[config.mk]
export PLATFORM = sky130hd
export DESIGN_NAME = padc_output_port
export DESIGN_NICKNAME = d
export VERILOG_FILES = /design/src/common/padc_pkg.sv /design/src/rtl/padc_edge_sync.sv /design/src/rtl/padc_output_port.sv
export SDC_FILE = /design/constraint.sdc
export NUM_CORES = 1
export LEC_CHECK = 0
export ABC_AREA = 1
export BUFFER_PORTS_ARGS = -buffer_cell sky130_fd_sc_hd__buf_2
export CORE_ASPECT_RATIO = 1.25
export CORE_MARGIN = 2
export CORE_UTILIZATION = 40
export CTS_CLUSTER_DIAMETER = 120
export DETAILED_ROUTE_END_ITERATION = 6
export PLACE_DENSITY = 0.61
export SLEW_MARGIN = 20
export SYNTH_ARGS = -nofsm -noshare
export SYNTH_HDL_FRONTEND = slang
export SYNTH_SLANG_ARGS = --single-unit
[constraint.sdc]
create_clock -name clk -period 1.5 [get_ports clk]
set_clock_uncertainty 0.2 [all_clocks]
set_input_delay 0.075 -clock clk [delete_from_list [all_inputs] [get_ports clk]]
set_output_delay 0.075 -clock clk [all_outputs]
set_load 0.01 [all_outputs]
[src/common/padc_pkg.sv]
// Shared constants and carrier types for the pipelined converter output port
package padc_pkg;

    // ------------------------------------------------------------
    // Word layout
    // ------------------------------------------------------------
    localparam int WORD_W      = 12;             // Output word width
    localparam int TOP_BIT_POS = 11;             // Bit flipped by the format select
    localparam int LATENCY     = 5;              // Encode cycles from sample to output
    localparam int STAGES      = 4;              // Pipelined conversion stages

    // ------------------------------------------------------------
    // Values after reset
    // ------------------------------------------------------------
    localparam logic [11:0] WORD_RST  = 12'h000; // Output word after reset
    localparam logic        FLAG_RST  = 1'b0;    // Range flag after reset
    localparam logic        VALID_RST = 1'b0;    // Strobe level after reset

    // Gain codes for the front end
    localparam logic        GAIN_UNITY = 1'b0;   // Effective gain 1
    localparam logic        GAIN_HIGH  = 1'b1;   // Effective gain 1 2/3

    // One sample moving down the pipeline: word plus its range flag
    typedef struct packed {
        logic              rangeOver;
        logic [WORD_W-1:0] code;
    } padc_sample_t;

endpackage

[src/rtl/padc_edge_sync.sv]
// Two-flop synchroniser with edge detection for the encode pair
`timescale 1ns/1ns
module padc_edge_sync
    import padc_pkg::*;
(
    input  wire logic clk,        // System clock
    input  wire logic rst_n,      // Asynchronous reset, active low
    input  wire logic encTrue,    // True encode input, pin domain
    input  wire logic encComp,    // Complement encode input, pin domain
    output logic      encHigh,    // Synchronised phase level
    output logic      encRise,    // One-cycle pulse on the rising phase edge
    output logic      encFall     // One-cycle pulse on the falling phase edge
);

    // ------------------------------------------------------------
    // Phase decode and synchroniser
    // ------------------------------------------------------------
    logic meta_q;                 // First stage, read only by syncd_q
    logic syncd_q;                // Second stage
    logic prev_q;                 // Delayed copy for edges

    // The pair reads high only when true exceeds complement; a tie counts as low
    // Phase from the pair is combined before syncing so both pins share one path
    always_ff @(posedge clk or negedge rst_n) begin
        if (!rst_n) begin
            meta_q  <= 1'b0;
            syncd_q <= 1'b0;
            prev_q  <= 1'b0;
        end else begin
            meta_q  <= encTrue & ~encComp;
            syncd_q <= meta_q;
            prev_q  <= syncd_q;
        end
    end

    assign encHigh = syncd_q;
    assign encRise = syncd_q & ~prev_q;
    assign encFall = ~syncd_q & prev_q;

endmodule

[src/rtl/padc_output_port.sv]
// Digital output port of the pipelined converter: latency, format, range flag, strobe
`timescale 1ns/1ns
//
// Contract
// - Sample taken on rising encode pair edge
// - Pair high when true exceeds complement
// - Result appears five encode cycles later
// - Format low inverts top bit
// - Range flag high for out-of-range input
// - Twelve-bit parallel output word
// - Gain select one or one and two-thirds
module padc_output_port
    import padc_pkg::*;
(
    input  wire logic              clk,              // System clock, 250 MHz
    input  wire logic              rst_n,            // Asynchronous reset, active low
    input  wire logic              encTrue,          // Encode pair, true side (pin)
    input  wire logic              encComp,          // Encode pair, complement side (pin)
    input  wire logic [WORD_W-1:0] quantCode,        // Quantised code from the analog core
    input  wire logic              quantOver,        // Core saw input beyond range
    input  wire logic              topBitInvertSel,  // Low: two's complement, high: offset binary
    input  wire logic              frontGainSel,     // Low: gain 1, high: gain 1 2/3
    output logic [WORD_W-1:0]      sampleWord,       // Parallel result word
    output logic                   rangeOverflowFlag,// Range flag of the same sample
    output logic                   dataValidStrobe,  // Data valid strobe
    output logic                   gainHigh          // Applied front-end gain code
);

    // ------------------------------------------------------------
    // Encode pair synchronisation
    // ------------------------------------------------------------
    logic encHigh;               // Synced phase
    logic encRise;               // Sample instant
    logic encFall;               // Falling edge

    padc_edge_sync uSync (
        .clk     (clk),
        .rst_n   (rst_n),
        .encTrue (encTrue),
        .encComp (encComp),
        .encHigh (encHigh),
        .encRise (encRise),
        .encFall (encFall)
    );

    // ------------------------------------------------------------
    // Static control pins
    // ------------------------------------------------------------
    logic [1:0] invSync_q;       // Format select synchroniser
    logic [1:0] gainSync_q;      // Gain select synchroniser

    // Static pins still pass two flops, they come from off-chip
    always_ff @(posedge clk or negedge rst_n) begin
        if (!rst_n) begin
            invSync_q  <= 2'h0;
            gainSync_q <= 2'h0;
        end else begin
            invSync_q  <= {invSync_q[0], topBitInvertSel};
            gainSync_q <= {gainSync_q[0], frontGainSel};
        end
    end

    // Gain only scales the analog range; digitally it is reported as a code
    assign gainHigh = (gainSync_q[1] == GAIN_HIGH);

    // ------------------------------------------------------------
    // Core inputs: async to clk, captured through two flops on every clock
    // ------------------------------------------------------------
    padc_sample_t coreSync_q [2];  // Two-flop capture of the core result

    always_ff @(posedge clk or negedge rst_n) begin
        if (!rst_n) begin
            coreSync_q[0] <= '0;
            coreSync_q[1] <= '0;
        end else begin
            coreSync_q[0] <= '{rangeOver: quantOver, code: quantCode};
            coreSync_q[1] <= coreSync_q[0];
        end
    end

    // ------------------------------------------------------------
    // Conversion pipeline
    // ------------------------------------------------------------
    // Word and flag ride as one struct so they can never drift apart
    padc_sample_t pipe_q [LATENCY];  // Slot 0 holds the newest sample

    // Advance one slot per encode rise
    always_ff @(posedge clk or negedge rst_n) begin
        if (!rst_n) begin
            for (int i = 0; i < LATENCY; i++) begin
                pipe_q[i] <= '{rangeOver: FLAG_RST, code: WORD_RST};
            end
        end else if (encRise) begin
            pipe_q[0] <= coreSync_q[1];
            for (int i = 1; i < LATENCY; i++) begin
                pipe_q[i] <= pipe_q[i-1];
            end
        end
    end

    // ------------------------------------------------------------
    // Output formatting
    // ------------------------------------------------------------
    function automatic logic [WORD_W-1:0] fmt_word(input logic [WORD_W-1:0] c, input logic inv);
        logic [WORD_W-1:0] r;
        r = c;
        r[TOP_BIT_POS] = inv ? c[TOP_BIT_POS] : ~c[TOP_BIT_POS];
        return r;
    endfunction

    // Outputs move at the encode rise and take the old tail slot, which entered
    // slot 0 five rises earlier. The strobe is low then and comes back only at the
    // fall, so the receiver sees half an encode period of settled data first.
    always_ff @(posedge clk or negedge rst_n) begin
        if (!rst_n) begin
            sampleWord        <= WORD_RST;
            rangeOverflowFlag <= FLAG_RST;
        end else if (encRise) begin
            sampleWord        <= fmt_word(pipe_q[LATENCY-1].code, invSync_q[1]);
            rangeOverflowFlag <= pipe_q[LATENCY-1].rangeOver;
        end
    end

    // Strobe drops with the rise that moves the word and returns at the fall
    // Moving word and strobe on one clock would leave the receiver no setup time
    logic strobe_q;                   // Strobe level
    always_ff @(posedge clk or negedge rst_n) begin
        if (!rst_n) begin
            strobe_q <= VALID_RST;
        end else if (encRise) begin
            strobe_q <= 1'b0;
        end else if (encFall) begin
            strobe_q <= 1'b1;
        end
    end
    assign dataValidStrobe = strobe_q;

    // ------------------------------------------------------------
    // Checks
    // ------------------------------------------------------------
    // The synchronisers hold reset zeros for two clocks, so checks against
    // the pins wait until this count has saturated
    logic [1:0] syncAge_q;            // Clocks since reset release, stops at three

    // Saturating age counter, used only by the checks below
    always_ff @(posedge clk or negedge rst_n) begin
        if (!rst_n) begin
            syncAge_q <= 2'h0;
        end else if (!(&syncAge_q)) begin
            syncAge_q <= syncAge_q + 2'h1;
        end
    end
endmodule

* Word-level counts from Yosys, hierarchy flattened
Cells that the tools add are included.
Storage, ports and cells: register bits 112, output and inout port bits 15, word-level logic and storage cells 33
Operators by class: mux-type cells 3, bitwise gates (word level) 7, reductions and logical operators 1
Operators with widths (count):
- $not 1->1 | 4
- $and 1x1->1 | 3
- $mux 1 | 3
- $reduce_bool 2->1 | 1

* Longest topological paths before layout
depth in word-level cells 4, depth in mapped cells 8

* Cells and area by module
A second synthesis with hierarchy kept.
Second synthesis, totals: cells, all modules 363, area, all modules 3822.4 sq um
By module, submodules not included:
- padc_output_port | instances 1, cells an instance 354, area each 3724.8 sq um, sequential area each 2727.6 sq um
- padc_edge_sync | instances 1, cells an instance 9, area each 97.6 sq um, sequential area each 75.1 sq um

* Least setup slack after synthesis
Ideal clock, no wire load.
path kind register to register, start point reg uSync.syncd_q (netlist: uSync.encHigh), end point reg pipe_q[53] (netlist bit), setup time 116 ps, arrival 1094 ps, path slack 89 ps, stages on the path, launching flop included 7, path buffers 3, cells stage by stage dfrtp_1 -> ha_1 -> buf_6 -> buf_4 -> buf_4 -> nand2_1 -> nand2_1
On the way: cells in the longest elaborated chain, start to end 1
Ends and longest elaborated chain:
- start: declaration | RTL line padc_edge_sync.sv:19 | logic syncd_q;
- start signal: assignment | RTL line padc_edge_sync.sv:31 | syncd_q <= meta_q;
- $and 1x1->1 | RTL line padc_edge_sync.sv:37 | assign encRise = syncd_q & ~prev_q;
- net encRise | RTL line padc_output_port.sv:33 | logic encRise;
- end signal: indexed assignment | RTL line padc_output_port.sv:91 | pipe_q[i] <= '{rangeOver: FLAG_RST, code: WORD_RST};
- end signal: indexed assignment | RTL line padc_output_port.sv:96 | pipe_q[i] <= pipe_q[i-1];
- end: declaration | RTL line padc_output_port.sv:85 | padc_sample_t pipe_q [LATENCY];
The timed path passes the listed nets, and every way through them passes these cells. A chain may end at the register's enable or synchronous reset.

* Worst setup path in the final report
start point reg uSync.prev_q, end point reg pipe_q[11] (netlist bit)
On the way: cells in the longest elaborated chain, start to end 2
Ends and longest elaborated chain:
- start: declaration | RTL line padc_edge_sync.sv:20 | logic prev_q;
- start signal: assignment | RTL line padc_edge_sync.sv:32 | prev_q <= syncd_q;
- $not 1->1 | RTL line padc_edge_sync.sv:37
- $and 1x1->1 | RTL line padc_edge_sync.sv:37
- net encRise | RTL line padc_output_port.sv:33
The timed path passes the listed nets, and every way through them passes these cells.

==> reports/qor.yml <==
critical_path:
  crit_required_ns: 1.55
  critPathMaxStageDelay_ns: 0.36
  crit_slowest_cell: "dfrtp_1"
  cp_max_fo: 59
  cp_num_buf_inv: 2
  startpoint_type: "flip-flop"
  end_kind: "flip-flop"
  crit_type: "flip-flop to flip-flop"
  path_cells: "inv_1, ha_4, buf_12, nand2_1, o21ai_0"
  crit_family: "flip-flops"
  cp.arrival_ns: 1.41
power:
  seq_power_share_pct: 54.8
  peakVddDrop_uv: 573
  switchingPower_uw: 1640
  pwr-share-comb_pct: 11.3
  intPower_uw: 5180
  p_clk_share_pct: 33.9
  swShare_pct: 24.0
  power_density_nw_per_um2: 1460
  p_leak_uw: 0.00242
finish:
  seq_area_sq_um: 2800
  drive_gt1_share_pct: 13.4
  multi_input_area_sq_um: 875
  diodes: 0
  fillers: 898
  fin_nets: 436
  final_util_pct: 49.1
  synthToLayoutAreaGrowth_pct: 21.4
sta:
  finalSetupViolCount: 0
  finalWorstSetupSlack_ns: 0.143
  min_period_over_period_pct: 90.5
  tightest_slew_ns: 0.352
  finalHoldViolCount: 22
  rsz0062_at_grt: "no"
  maxSlewHeadroom_pct: 76.5
  finalMaxSlewViolations: 0
  timing.hold.ws_ns: -0.0151
  layout_min_cycle_time_ns: 1.36
  setup_tns_ns: 0
  fmaxAchievable_ghz: 0.737
clock_tree:
  root_buffer: "clkbuf_16"
  cts_sinks: 112
  h-tree-depth: 3
  cts_tree: "done"
  clock_latency_ns: 0.34
  clock_path_buffers: 2
  cts-buffers-inserted: 9
  post_cts_buffers: 0
  path_clk_slew_ns: 0.07
global_route:
  grt_max_degree: 60
  grt_pass1_wl_um: 9710
  grt-ovfl-total: 0
  grt_usage_pct: 12.0
  antenna_found_initial: 0
  grt_pass1_vias: 2250
worst_hold_path:
  min_path_type: "primary input to async pin"
placed_design:
  place.detailed.hpwl_um: 3230
  routabilityCongestion: 0.687
  dpl_worst_slack_ns: 0.0945
  port_buffers: 33
floorplan:
  die_w_um: 91.7
  ios: 34
  core-area_sq_um: 9510
  initial_core_util_pct: 40.5
  rows: 40
  fp.dieH_um: 114
  dieArea_sq_um: 10400
synth:
  ys.flop_type: "dfrtp_1"
  ys_types: 11
  synth_top_area_share_pct: 72.8
  seq_area_frac_synth_pct: 72.8
  synth_seq_cells: 112
  ys_async_sr_fraction_pct: 100
  yosysTopAreaCell: "dfrtp_1"
  syn_inst: 362
  syn_nets: 383
  synthTopCellsByArea: "dfrtp_1 73%, nand2_1 18%, o21ai_0 3.4%"
  avgSynthCellArea_sq_um: 10.6
  synth_commonest_cells: "186 x nand2_1, 112 x dfrtp_1, 26 x o21ai_0"
  synth_most_common_cell: "nand2_1"
  synth_edf_count: 0
  yosys_warnings: 0
  netlist_area_sq_um: 3850
run_status:
  status: "finished, violations left"
  violations: "negative hold slack"
route:
  drc: 0
  routedWlPerCell_um: 9.93
  ant_nets: 0
  viasPerCell: 4.28
  route.vias.total: 2332
  wl_um: 5410
  firstDrtPassIters: 4
  drt_iter0_drc: 149
job:
  maxCapViolations: 0
kinds of logic (layout without fill, tap and decap cells):
group / Yosys count / in the layout / synth area share (%)
adders and majority gates: 2 / 2 / 0.650
AOI/OAI and AO/OA: 26 / 26 / 3.38
DFF: 112 / 112 / 72.8
and+or+nand+nor: 188 / 188 / 18.4
buffers and inverters: 34 / 91 / 4.78
worst reg2reg max path: cells and delay by family, from the launching register on:
family / cells / cell delay (ns)
flops: 1 / 0.36
simple gates: 1 / 0.10
buf+inv: 2 / 0.33
compound gates: 1 / 0.10
fa+ha+maj: 1 / 0.18
final cells by class:
class                      instances  share of cell area, %
timing repair buffer              59                   10.3
sequential                       112                   60.0
multi-input combinational        216                   18.7
clock buffer                      12                   5.27
tap                              126                   3.37
clock inverter                     3                  0.910
inverter                          17                   1.42
power by group through the flow:
stage	clock network, uW	logic, uW	registers [uW]
6_report	2310	769	3730
5_1_grt	2520	905	3800
4_1_cts	2400	789	3740
3_5_place_dp	0	751	3790
3_3_place_gp	0	718	3780
2_1_floorplan	0	425	3800
sequential cells by signal, summed over array words and instances, names as in the netlist:
register,flops
pipe_q,65
sampleWord,12
uSync.meta_q,1
invSync_q,2
dataValidStrobe,1
uSync.prev_q,1
gainSync_q,2
uSync.encHigh,1
rangeOverflowFlag,1
coreSync_q,26
metrics by stage:
| stage | total power [uW] | cell area, sq um | cells | hold WS (ns) |
|---|---|---|---|---|
| after global placement | 4490 | 4190 | 512 | -0.192 |
| after floorplan | 4220 | 3850 | 362 | -0.421 |
| after CTS | 6920 | 4660 | 545 | -0.0102 |
| after global routing | 7220 | 4670 | 545 | 0.0229 |
| final | 6810 | 4670 | 545 | -0.0151 |
| after detailed placement | 4550 | 4190 | 512 | -0.188 |
repair_timing:
item | CTS | global route
endpoints found under the setup margin | 0 | 1
hold buffers | 18 | 0
endpoints found under the hold margin | 128 | 0
resized for setup | 0 | 1
per-layer routing:
layer  GRT usage [%]  wire length (um)  part of all wire [%]
met1            14.8              2590                    48
met2            18.7              2440                    45
met3            2.38               177                   3.3
met4            8.96               201                   3.7
met5               0                 0                     0
worst paths after layout:
kind,to,slack [ns],start,cells after the start
max reg2reg,pipe_q[11],0.14,uSync.prev_q,5
min in group clk,coreSync_q[10],0.15,coreSync_q[23],0
min reg2reg,coreSync_q[10],0.15,coreSync_q[23],0
min,pipe_q[9],-0.02,rst_n,2
max in group asynchronous,uSync.prev_q,0.58,rst_n,3
max,pipe_q[11],0.14,uSync.prev_q,5
cells in the final DEF, fill, tap and decap left out, types with 2 or more instances in the layout:
master         count
buf_12             6
buf_2             32
buf_4              3
clkbuf_1           2
clkbuf_16          9
dfrtp_1          112
dlygate4sd3_1     18
inv_1             16
nand2_1          186
o21ai_0           26
(Power assumes the default switching activity.)
